## config.mk

```make
export PLATFORM = sky130hd
export DESIGN_NAME = sp_uart
export DESIGN_NICKNAME = d
export VERILOG_FILES = /design/src/rtl/sp_pkg.sv /design/src/rtl/sp_uart.sv
export SDC_FILE = /design/constraint.sdc
export NUM_CORES = 1
export LEC_CHECK = 0
export BUFFER_PORTS_ARGS = -buffer_cell sky130_fd_sc_hd__buf_2
export CAP_MARGIN = 15
export CORE_MARGIN = 2
export CORE_UTILIZATION = 55
export DETAILED_ROUTE_END_ITERATION = 16
export PLACE_DENSITY = 0.79
export SYNTH_ARGS = -nofsm -noshare
export SYNTH_HDL_FRONTEND = slang
export SYNTH_SLANG_ARGS = --single-unit
```

## constraint.sdc

```tcl
create_clock -name I_SYS_CLK -period 5.1 [get_ports I_SYS_CLK]
set_clock_uncertainty 0.05 [all_clocks]
set_input_delay 0.255 -clock I_SYS_CLK [delete_from_list [all_inputs] [get_ports I_SYS_CLK]]
set_output_delay 0.255 -clock I_SYS_CLK [all_outputs]
set_load 0.02 [all_outputs]
```

## src/rtl/sp_pkg.sv

```systemverilog
// Purpose: constants and state type of the serial port block
// Assumes: register index = byte address / 4 on the bus
// Notes:   the system clock is taken as the oscillator
package sp_pkg;

    // ************************************************************
    // register indices and fields
    // ************************************************************
    localparam logic [7:0] IDX_POWER_CTRL  = 8'h87;
    localparam logic [7:0] IDX_SERIAL_CTRL = 8'h98;
    localparam logic [7:0] IDX_DATA_BUF    = 8'h99;
    localparam logic [7:0] IDX_BAUD_SRC    = 8'hA0;

    localparam int PC_BAUD_DBL = 7;
    localparam int SC_REN      = 4;
    localparam int BS_SIX_T    = 0;
    localparam int BS_RX_T2    = 1;
    localparam int BS_TX_T2    = 2;

    localparam logic [7:0] RST_POWER_CTRL  = 8'h00;
    localparam logic [7:0] RST_SERIAL_CTRL = 8'h00;
    localparam logic [7:0] RST_DATA_BUF    = 8'h00;
    localparam logic [2:0] RST_BAUD_SRC    = 3'h0;

    // ************************************************************
    // modes and timing
    // ************************************************************
    localparam logic [1:0] MODE_SYNC  = 2'h0;
    localparam logic [1:0] MODE_UART8 = 2'h1;
    localparam logic [1:0] MODE_UART9 = 2'h2;

    localparam logic [3:0] M0_DIV_12T = 4'hC;
    localparam logic [3:0] M0_DIV_6T  = 4'h6;
    localparam logic [3:0] M0_BITS    = 4'h8;
    localparam logic [2:0] OSR_LAST   = 3'h7;
    localparam logic [2:0] SAMPLE_PH  = 3'h3;
    localparam logic [3:0] FRAME_M1   = 4'hA;
    localparam logic [3:0] FRAME_M2   = 4'hB;
    localparam logic [3:0] DECIDE_BIT = 4'h9;

    typedef enum logic [1:0] {
        XF_IDLE  = 2'b00,
        XF_ASYNC = 2'b01,
        XF_SYNC  = 2'b10
    } sp_xfer_t;

    typedef struct packed {
        logic        ack;
        logic [7:0]  rdat;
        logic [1:0]  mode;
        logic        mpc;
        logic        ren;
        logic        tx_ninth_bit;
        logic        rx_ninth_bit;
        logic        tx_done_flag;
        logic        rx_done_flag;
        logic        baud_double;
        logic [4:0]  pbits;
        logic        six_t;
        logic        rsel2;
        logic        tsel2;
        logic [7:0]  rbuf;
        sp_xfer_t    tx_st;
        logic [10:0] tsh;
        logic [3:0]  tbits;
        logic [2:0]  tph;
        logic [2:0]  tpre;
        sp_xfer_t    rx_st;
        logic [8:0]  rsh;
        logic [3:0]  rbits;
        logic [2:0]  rph;
        logic [2:0]  rpre;
        logic        rxd_d;
        logic [3:0]  m0cnt;
        logic        txd;
        logic        rxd_o;
        logic        rxd_oe;
    } sp_state_t;

endpackage : sp_pkg

```

## src/rtl/sp_uart.sv

```systemverilog
// Purpose: serial port, modes 0 to 3, with a Wishbone register slave
// Assumes: pins and timer overflow pulses are synchronous to I_SYS_CLK
// Notes:   asynchronous modes run an 8x oversampling bit clock
//
// Register access over Wishbone was left to the implementer.
`timescale 1ns/1ps

// Summary of operation
// - baud double doubles mode 2 rate, and modes 1/3 on timer 1 only
// - data buffer write feeds transmitter; read returns receive register
// - mode 0 moves data on receive pin, clock on transmit pin
// - mode 0 shift clock is oscillator over 12, or over 6
// - mode 0 clock always comes from the device; partner only follows
// - mode 0 shifts least significant bit first, one per shift clock
// - mode 0 buffer write shifts eight bits then sets transmit done
// - mode 0 receive starts on enable rising with receive done clear
// - mode 1 frame: start 0, eight data bits LSB first, stop 1
// - mode 1 rate from timer 1 or timer 2, chosen per direction
// - mode 1 write sends full frame; transmit done after stop bit
// - mode 1 reception starts on falling receive pin when enabled
// - mode 1 mid stop: load if done clear and stop check passes
// - after every asynchronous reception the receiver waits for new edge
// - mode 2 frame: start, eight data, ninth bit, stop
// - mode 2 rate is oscillator over 64 or 32; 6T halves divisors
// - mode 2 write sends data, ninth bit, stop; then transmit done
// - mode 2 reception starts on start bit edge, decides mid ninth bit
// - mode 2 decision: load if done clear and ninth bit check passes
module sp_uart
    import sp_pkg::*;
(
    // clock and reset
    input  wire logic        I_SYS_CLK,
    input  wire logic        I_RESETN,
    // wishbone slave
    input  wire logic        I_WB_CYC,
    input  wire logic        I_WB_STB,
    input  wire logic        I_WB_WE,
    input  wire logic [9:0]  I_WB_ADR,
    input  wire logic [3:0]  I_WB_SEL,
    input  wire logic [31:0] I_WB_DAT,
    output logic      [31:0] O_WB_DAT,
    output logic             O_WB_ACK,
    // baud sources
    input  wire logic        I_T1_OVF,
    input  wire logic        I_T2_OVF,
    // serial pins
    input  wire logic        I_RXD,
    output logic             O_RXD,
    output logic             O_RXD_OE,
    output logic             O_TXD
);

    // ************************************************************
    // rate helpers
    // ************************************************************
    // returns {source pulse, prescale shift} for the 8x bit clock
    function automatic logic [2:0] sp_rate(
        input logic [1:0] mode,
        input logic       baud_double,
        input logic       six,
        input logic       sel2,
        input logic       t1,
        input logic       t2
    );
        logic [1:0] sh;
        logic       src;
        sh  = 2'h0;
        src = 1'b0;
        if (mode == MODE_UART9)
        begin
            src = 1'b1;
            sh  = 2'h3 - {1'b0, baud_double} - {1'b0, six};
        end
        else if (sel2)
        begin
            src = t2;
            sh  = 2'h1 - {1'b0, six};
        end
        else
        begin
            src = t1;
            sh  = 2'h2 - {1'b0, baud_double} - {1'b0, six};
        end
        return {src, sh};
    endfunction : sp_rate

    function automatic logic sp_tick(
        input logic [2:0] rate,
        input logic [2:0] pre
    );
        logic [2:0] mask;
        mask = (3'h1 << rate[1:0]) - 3'h1;
        return rate[2] && ((pre & mask) == mask);
    endfunction : sp_tick

    // ************************************************************
    // state
    // ************************************************************
    sp_state_t  q;
    sp_state_t  n;
    logic       req;
    logic       wr;
    logic [7:0] idx;
    logic [7:0] wd;

    assign req = I_WB_CYC & I_WB_STB;
    assign wr  = req & q.ack & I_WB_WE & I_WB_SEL[0];
    assign idx = I_WB_ADR[9:2];
    assign wd  = I_WB_DAT[7:0];

    always_comb
    begin
        logic [2:0] trate;
        logic [2:0] rrate;
        logic       ttick;
        logic       rtick;
        logic [3:0] m0div;
        logic [3:0] m0half;
        logic       m0wrap;
        logic [3:0] flen;
        logic       tload;
        trate  = sp_rate(q.mode, q.baud_double, q.six_t, q.tsel2,
                         I_T1_OVF, I_T2_OVF);
        rrate  = sp_rate(q.mode, q.baud_double, q.six_t, q.rsel2,
                         I_T1_OVF, I_T2_OVF);
        ttick  = sp_tick(trate, q.tpre);
        rtick  = sp_tick(rrate, q.rpre);
        m0div  = q.six_t ? M0_DIV_6T : M0_DIV_12T;
        m0half = m0div >> 1;
        m0wrap = (q.m0cnt == m0div - 4'h1);
        flen   = (q.mode == MODE_UART8) ? FRAME_M1 : FRAME_M2;
        tload  = wr && (idx == IDX_DATA_BUF);
        n      = q;

        // ********************************************************
        // bus slave
        // ********************************************************
        // answer one cycle after the request; a write lands one cycle later, at the edge that drops ack
        n.ack  = req & ~q.ack;
        n.rdat = 8'h00;
        if (req && !q.ack && !I_WB_WE)
        begin
            unique case (idx)
                IDX_POWER_CTRL:
                    n.rdat = {q.baud_double, 2'h0, q.pbits};
                IDX_SERIAL_CTRL:
                    n.rdat = {q.mode, q.mpc, q.ren, q.tx_ninth_bit,
                              q.rx_ninth_bit, q.tx_done_flag,
                              q.rx_done_flag};
                IDX_DATA_BUF:
                    n.rdat = q.rbuf;
                IDX_BAUD_SRC:
                    n.rdat = {5'h00, q.tsel2, q.rsel2, q.six_t};
                default:
                    n.rdat = 8'h00;
            endcase
        end
        if (wr)
        begin
            unique case (idx)
                IDX_POWER_CTRL:
                begin
                    n.baud_double = wd[PC_BAUD_DBL];
                    n.pbits       = wd[4:0];
                end
                IDX_SERIAL_CTRL:
                begin
                    {n.mode, n.mpc, n.ren, n.tx_ninth_bit,
                     n.rx_ninth_bit, n.tx_done_flag,
                     n.rx_done_flag} = wd;
                    // clear-then-set of the enable opens a sync read
                    if (q.mode == MODE_SYNC && wd[7:6] == MODE_SYNC
                        && wd[SC_REN] && !q.ren && !q.rx_done_flag
                        && !wd[0]
                        && q.rx_st == XF_IDLE && q.tx_st == XF_IDLE)
                    begin
                        n.rx_st = XF_SYNC;
                        n.rbits = 4'h0;
                        n.m0cnt = 4'h0;
                        n.txd   = 1'b0;
                        n.rxd_oe = 1'b0;
                    end
                end
                IDX_DATA_BUF:
                begin
                    // a write during a frame restarts the transmitter
                    if (q.mode == MODE_SYNC)
                    begin
                        if (q.rx_st == XF_IDLE)
                        begin
                            n.tx_st  = XF_SYNC;
                            n.tsh    = {3'h7, wd};
                            n.tbits  = 4'h0;
                            n.m0cnt  = 4'h0;
                            n.txd    = 1'b0;
                            n.rxd_o  = wd[0];
                            n.rxd_oe = 1'b1;
                        end
                    end
                    else
                    begin
                        n.tx_st = XF_ASYNC;
                        n.tsh   = (q.mode == MODE_UART8)
                                ? {2'h3, wd, 1'b0}
                                : {1'b1, q.tx_ninth_bit, wd, 1'b0};
                        n.tbits = 4'h0;
                        n.tph   = 3'h0;
                        n.txd   = 1'b0;
                    end
                end
                IDX_BAUD_SRC:
                    {n.tsel2, n.rsel2, n.six_t} = wd[2:0];
                default:
                    n.ack = n.ack;
            endcase
        end

        // ********************************************************
        // prescalers and pin history
        // ********************************************************
        n.tpre  = q.tpre + {2'h0, trate[2]};
        n.rpre  = q.rpre + {2'h0, rrate[2]};
        n.rxd_d = I_RXD;

        // ********************************************************
        // transmitter
        // ********************************************************
        // a buffer write owns this cycle, so a running frame cannot
        // overwrite the freshly loaded shifter
        if (!tload)
        unique case (q.tx_st)
            XF_IDLE:
                n.tph = q.tph;
            XF_ASYNC:
            begin
                if (ttick)
                begin
                    n.tph = q.tph + 3'h1;
                    if (q.tph == OSR_LAST)
                    begin
                        n.tbits = q.tbits + 4'h1;
                        n.tsh   = {1'b1, q.tsh[10:1]};
                        n.txd   = q.tsh[1];
                        if (q.tbits == flen - 4'h1)
                        begin
                            n.tx_st = XF_IDLE;
                            n.txd   = 1'b1;
                            n.tx_done_flag = 1'b1;
                        end
                    end
                end
            end
            XF_SYNC:
            begin
                n.m0cnt = m0wrap ? 4'h0 : q.m0cnt + 4'h1;
                n.txd   = (n.m0cnt >= m0half);
                if (m0wrap)
                begin
                    n.tbits = q.tbits + 4'h1;
                    n.tsh   = {1'b1, q.tsh[10:1]};
                    n.rxd_o = q.tsh[1];
                    if (q.tbits == M0_BITS - 4'h1)
                    begin
                        n.tx_st  = XF_IDLE;
                        n.txd    = 1'b1;
                        n.rxd_oe = 1'b0;
                        n.rxd_o  = 1'b0;
                        n.tx_done_flag = 1'b1;
                    end
                end
            end
            default:
                n.tx_st = XF_IDLE;
        endcase

        // ********************************************************
        // receiver
        // ********************************************************
        unique case (q.rx_st)
            XF_IDLE:
            begin
                if (q.mode != MODE_SYNC && q.ren && q.rxd_d && !I_RXD)
                begin
                    n.rx_st = XF_ASYNC;
                    n.rph   = 3'h0;
                    n.rbits = 4'h0;
                end
            end
            XF_ASYNC:
            begin
                // dropping the enable abandons the frame
                if (!q.ren || q.mode == MODE_SYNC)
                    n.rx_st = XF_IDLE;
                else if (rtick)
                begin
                    n.rph = q.rph + 3'h1;
                    if (q.rph == OSR_LAST)
                        n.rbits = q.rbits + 4'h1;
                    if (q.rph == SAMPLE_PH)
                    begin
                        if (q.rbits == 4'h0)
                        begin
                            // a glitch, not a start bit
                            if (I_RXD)
                                n.rx_st = XF_IDLE;
                        end
                        else if (q.rbits == DECIDE_BIT)
                        begin
                            if (!q.rx_done_flag && (!q.mpc || I_RXD))
                            begin
                                n.rbuf = q.rsh[8:1];
                                n.rx_ninth_bit = I_RXD;
                                n.rx_done_flag = 1'b1;
                            end
                            n.rx_st = XF_IDLE;
                        end
                        else
                            n.rsh = {I_RXD, q.rsh[8:1]};
                    end
                end
            end
            XF_SYNC:
            begin
                n.m0cnt = m0wrap ? 4'h0 : q.m0cnt + 4'h1;
                n.txd   = (n.m0cnt >= m0half);
                // sample on the rising shift clock edge
                if (n.m0cnt == m0half)
                    n.rsh = {I_RXD, q.rsh[8:1]};
                if (m0wrap)
                begin
                    n.rbits = q.rbits + 4'h1;
                    if (q.rbits == M0_BITS - 4'h1)
                    begin
                        n.rx_st = XF_IDLE;
                        n.txd   = 1'b1;
                        n.rbuf  = q.rsh[8:1];
                        n.rx_done_flag = 1'b1;
                    end
                end
            end
            default:
                n.rx_st = XF_IDLE;
        endcase
    end

    // ************************************************************
    // registers
    // ************************************************************
    always_ff @(posedge I_SYS_CLK)
    begin
        if (!I_RESETN)
        begin
            q       <= '0;
            q.txd   <= 1'b1;
            q.rxd_d <= 1'b1;
            q.rbuf  <= RST_DATA_BUF;
            q.baud_double <= RST_POWER_CTRL[PC_BAUD_DBL];
            q.pbits       <= RST_POWER_CTRL[4:0];
            {q.mode, q.mpc, q.ren, q.tx_ninth_bit,
             q.rx_ninth_bit, q.tx_done_flag,
             q.rx_done_flag} <= RST_SERIAL_CTRL;
            {q.tsel2, q.rsel2, q.six_t} <= RST_BAUD_SRC;
        end
        else
        begin
            q <= n;
        end
    end

    assign O_WB_DAT = {24'h000000, q.rdat};
    assign O_WB_ACK = q.ack;
    assign O_RXD    = q.rxd_o;
    assign O_RXD_OE = q.rxd_oe;
    assign O_TXD    = q.txd;

endmodule : sp_uart

```

* Word-level counts from Yosys, hierarchy flattened *
Cells that the tools add are included.

word-level totals
  flip-flop bits (word level) = 86

cells by class
  add/subtract/negate cells = 16
  order comparisons = 1
  eq/ne operators = 33
  shifts and indexed selects = 2
  muxes and demuxes = 114
  bitwise gates (word level) = 8
  reduce and logical (&&, ||, !) cells = 40

operators by type and width
  operator                                                       count
  20-bit two-way mux                                             4
  17-bit two-way mux                                             4
  8-bit two-way mux                                              8
  7-bit two-way mux                                              7
  2-bit two-way mux                                              18
  4-bit two-way mux                                              9
  1-bit two-way mux                                              34
  8-bit equality test, second input constant                     4
  8-bit case mux with 4 select lines                             1
  15-bit case mux with 2 select lines                            1
  9-bit two-way mux                                              3
  2-bit != test, second input constant                           11
  18-bit two-way mux                                             1
  9-bit case mux with 2 select lines                             1
  1-bit logical AND                                              16
  16-bit two-way mux                                             1
  8-bit case mux with 2 select lines                             1
  3-bit two-way mux                                              5
  4-bit by 1-bit adder with 4-bit output, second input constant  3
  12-bit two-way mux                                             1
  2-bit case mux with 3 select lines                             2
  3-bit case mux with 2 select lines                             2
  4-bit case mux with 3 select lines                             1
  11-bit two-way mux                                             1
  36 further kinds                                               75

* Depth between registers and ports, before layout *
  depth in word-level cells = 17
  gate-level depth with buffers = 9

* Least setup slack after synthesis *
Ideal clock, no wire load.

  path type = register to register
  start point = register q[62] in the netlist's numbering
  end point = register q[41] in the netlist's numbering
  data arrival time = 2157 ps
  slack = 2771 ps
  stages on the path, launching flop included = 9
  path buffers = 1
  path through = dfxtp_1 -> inv_1 -> ha_1 -> o311ai_0 -> o22a_2 -> o21a_1 -> nor3_1 -> buf_2 -> a221o_1

between the ends
  cells in the longest elaborated chain, start to end = 11
  elaborated cells on any way between the ends = 17

ends and longest elaborated chain
  item                                                                                                        RTL line                      source
  from (decl)                                                                                                 sp_uart.sv:99                 sp_state_t q;
  from (signal assigned)                                                                                      sp_uart.sv:366                q <= n;
  2-bit by 1-bit subtractor with 2-bit output or 1-bit by 1-bit subtractor with 2-bit output (tied branches)  sp_uart.sv:82, sp_uart.sv:77
  2-bit two-way mux                                                                                           sp_uart.sv:74                 else if (sel2)
  2-bit two-way mux                                                                                           sp_uart.sv:69                 if (mode == MODE_UART9)
  1-bit by 2-bit left shift with 3-bit output                                                                 sp_uart.sv:92                 mask = (3'h1 << rate[1:0]) - 3'h1;
  3-bit by 1-bit subtractor with 3-bit output                                                                 sp_uart.sv:92
  3-bit bitwise AND                                                                                           sp_uart.sv:93                 return rate[2] && ((pre & mask) == mask);
  3-bit equality test                                                                                         sp_uart.sv:93
  1-bit logical AND                                                                                           sp_uart.sv:93
  20-bit two-way mux                                                                                          sp_uart.sv:236                if (ttick)
  15-bit case mux with 2 select lines (*)                                                                     sp_uart.sv:231                unique case (q.tx_st)
  20-bit two-way mux (*)                                                                                      sp_uart.sv:230                if (!tload)

Mark *: on every way between the ends. The rest lies on a longest branch, timed or not.
A chain may end at the register's enable or synchronous reset.

* Worst setup path in the final report *
  start point = register q[28] in the netlist's numbering
  end point = register q[17] in the netlist's numbering

between the ends
  cells in the longest elaborated chain, start to end = 10
  elaborated cells on any way between the ends = 14

ends and longest elaborated chain
  item                                    RTL line                        source
  2-bit zero test                         sp_uart.sv:175, sp_uart.sv:279
  1-bit logical AND (2 in series)         sp_uart.sv:175                  && q.rx_st == XF_IDLE && q.tx_st == XF_IDLE)
  4-bit two-way mux                       sp_uart.sv:172                  if (q.mode == MODE_SYNC && wd[7:6] == MODE_SYNC
  4-bit two-way mux                       sp_uart.sv:160                  unique case (idx)
  4-bit two-way mux                       sp_uart.sv:158                  if (wr)
  4-bit two-way mux                       sp_uart.sv:297                  if (q.rph == OSR_LAST)
  18-bit two-way mux                      sp_uart.sv:294                  else if (rtick)
  16-bit two-way mux                      sp_uart.sv:292                  if (!q.ren || q.mode == MODE_SYNC)
  4-bit case mux with 3 select lines (*)  sp_uart.sv:279                  unique case (q.rx_st)

Mark *: on every way between the ends. The rest lies on a longest branch, timed or not. The select of a mux whose other input is x is not followed.

==> metrics.md <==
| Metric | Value |
|---|---|
| Via count | between 4,000 and 5,000 |
| Diode count | 0 |
| Synth async-reset ratio | 0% |
| Die Y | 98.66 um |
| IO Pins | 90 |
| Placed insts | between 600 and 700 |
| Hold Startpoint | I_RXD |
| Post-synthesis sequential area ratio | 34.12% |
| Max-slew violations | 0 |
| 1st-pass router iterations | 7 |
| Syn. warnings | 0 |
| Worst skew pair latency | 0.36 ns |
| Grt ovf | 0 |
| Avg Inst Size Synth | around 8.5 um^2 |
| Post_cts resized | 0 |
| Final Non-Filler Cells | 710 |
| Yosys reg bits | between 80 and 90 |
| Pint | 0.8619 mW |
| CTS Buf Count | 9 |
| WP data arrival | 3.42 ns |
| Comb pwr share | just over 6% |
| Final WS setup | roughly 1.9 ns |
| R2R Path End | q[17] |
| Layout cells sized above 1 | between 10% and 20% |
| Max H-tree Level | 3 |
| Clock transition at path regs | 0.09 ns |
| CP max stage delay | between 0.6 and 0.7 ns |
| Status | complete, no violations |
| Initial antenna violation count | 0 |
| WP buf/inv | 1 |
| Syn Inst Count | roughly 580 |
| Setup Buffers After CTS | 0 |
| RR Startpoint | q[28] |
| TritonCTS clock tree | done |
| RSZ-0062 raised after global routing | false |
| Hold Fails Final Rpt | 0 |
| GPL Wtd Cong | 0.9126 |
| Setup CP Type | register to register |
| CP Launch Type | register |
| Setup TNS | 0 ns |
| Area Growth Syn to Fin | 4.950% |
| R2R cell count | 8 |
| Hold Path Class | input port to register |
| Fmax achieved | around 310 MHz |
| CTS root buf | clkbuf_8 |
| DRC | 0 |
| Clock group share of total power | 37.8% |
| Main flop type after synthesis | dfxtp_1 |
| Worst hold stages | 3 |
| Number of setup violations in the final report | 0 |
| Pwr/cell area | roughly 230 nW/um^2 |
| Core ar. | about 8700 um^2 |
| Starting Density | roughly 57% |
| Die Wd | slightly below 100 um |
| Slew @ Worst Pin | approximately 0.96 ns |
| Final worst-path cycle share | 63.59% |
| Fin crit period | between 3 and 4 ns |
| Top cells by area, synth | dfxtp_1 34%, ha_1 6.6%, mux2i_1 6.3%, buf_4 5.2%, a21oi_1 4.0% |
| Leak | 2.049 nW |
| Maximum VDD drop | between 0.0001 and 0.00015 V |
| Switching pwr | 0.3179 mW |
| Worst Hold End | q[7] |
| Rel. slew slack | a little over a third |
| Worst reg2reg setup slack | 1.86 ns |
| CP max FO | 15 |
| Final antenna-violating net count | 0 |
| Area leader, netlist | dfxtp_1 |
| CP delay by family, top | simple AND/OR/NAND/NOR gates |
| Yosys top cell area share | about 34% |
| I/O Buffers | 36 |
| First-pass GRT wire length | 19.75 mm |
| Cell Area, Synth | 4928 um^2 |
| Switching share of power | 26.94% |
| Vias in the first global route | approximately 4,200 |
| Post-synth EDFFs | 0 |
| Largest net degree at the start of global routing | between 40 and 50 |
| Total clock sinks | 84 |
| Post-DP HPWL | around 8.7 mm |
| Gr usage total | roughly 25% |
| Die area | approximately 9700 um^2 |
| WP data required | ~5.3 ns |
| Sequential power share | about 56% |
| Starting DRC count in detailed routing | approximately 320 |
| Vias/cell | 6.139 |
| Max-cap violations | 0 |
| Place WS | 1.777 ns |
| Post-CTS Hold Fix Bufs | 0 |
| Cell variety after synth | 76 |
| Wirelength, routed | between 10 and 15 mm |
| CTS max path bufs | 2 |
| DR WL/cell | between 15 and 20 um |
| Final nets | 677 |
| Row Count | 34 |
| Crit path capture type | register |
| Max stage delay cell, worst path | nor4_1 |
| Worst path cell trace | inv_1 -> ha_1 -> nor3b_1 -> nand3_1 -> nor4_1 -> nor2b_1 -> a22oi_1 -> o22ai_1 |
## kinds of logic (layout without fill, tap and decap cells)
group                    Yosys count  count (layout)  synth area share, %
AO/OA/AOI/OAI                    136             136                19.57
XOR/XNOR                           5               5               0.8887
adder cells (fa/ha/maj)           26              26                6.601
buffers and inverters             79              76                8.860
flip-flops                        84              84                34.12
multiplexers                      35              35                7.210
other                              1              24              0.07609
AND/OR/NAND/NOR                  216             216                22.67
## layer usage
layer	wire (um)	GRT usage [%]	part of all wire [%]
met5	0	0	0
met4	337	9.273	2.8
met3	854	4.894	7.2
met2	5618	40.50	47
met1	5020	32.14	42
## cell usage after synthesis (all sizes together) (5+ instances only)
cell    number
and2         6
nor2        47
nand2       49
nand3b       5
clkbuf      17
nand3       34
a21oi       41
dfxtp       84
a211oi      15
ha          26
nor2b        7
o21ai       19
o21a         6
or2          5
a221o        8
nand4        8
inv         20
buf         41
nor3        15
or3          6
mux2i       31
nand2b      12
## placed cells by master, fill, tap and decap left out, drive strengths merged, types with 5 or more instances in the layout
master  instances
nand2          49
dfxtp          84
a221o           8
buf            39
o21ai          19
nand4           8
or3             6
a211oi         15
nand3          34
conb           24
ha             26
a21oi          41
and2            6
o21a            6
nor2           47
inv            24
mux2i          31
clkbuf          9
nand2b         12
or2             5
nor3           15
nand3b          5
nor2b           7
## area by class of cell
type | instances | area, um^2
clock buffer | 9 | 123.9
multi-input combinational | 442 | 2897
inverter | 21 | 78.83
fill | 769 | 3548
timing repair buffer | 39 | 200.2
tap | 108 | 135.1
sequential | 84 | 1682
clock inverter | 7 | 56.30
## registers in the layout, indices dropped and copies added, names as in the netlist
signal and cells:
O_WB_ACK 1, O_RXD 1, O_WB_DAT 8, O_RXD_OE 1, q 72, O_TXD 1
## how the worst max path moves through the flow
stage                      from  endpoint  cells after the start
after floorplan           q[62]     q[41]                      8
after global placement    q[62]     q[35]                      8
after global routing      q[28]     q[17]                      8
final                     q[28]     q[17]                      8
after detailed placement  q[62]     q[38]                      8
after CTS                 q[62]     q[44]                      8
## metrics by stage
stage | power (mW) | instance area, um^2 | utilization (%) | hold slack (ns)
2_1_floorplan | 0.7354 | 5015 | - | 0.3067
3_3_place_gp | 0.7451 | 4987 | 57.19 | 0.3936
3_5_place_dp | 0.7478 | 4987 | 57.19 | 0.4005
4_1_cts | 1.186 | 5167 | 59.25 | 0.1186
5_1_grt | 1.220 | 5172 | 59.31 | 0.1423
6_report | 1.180 | 5172 | 59.31 | 0.1307
## power by group through the flow
stage	clock, mW	combinational, mW	sequential [mW]
global placement	0	0.0674	0.678
finish	0.446	0.0715	0.663
CTS	0.453	0.0701	0.663
detailed placement	0	0.0698	0.678
floorplan	0	0.0579	0.677
global route	0.479	0.0775	0.663
## tightest hold or removal path, cell delays in order
cell and delay [ns]:
buf_2 0.13, inv_1 0.07, nand2_1 0.05
Power figures use the tool's default switching activity.
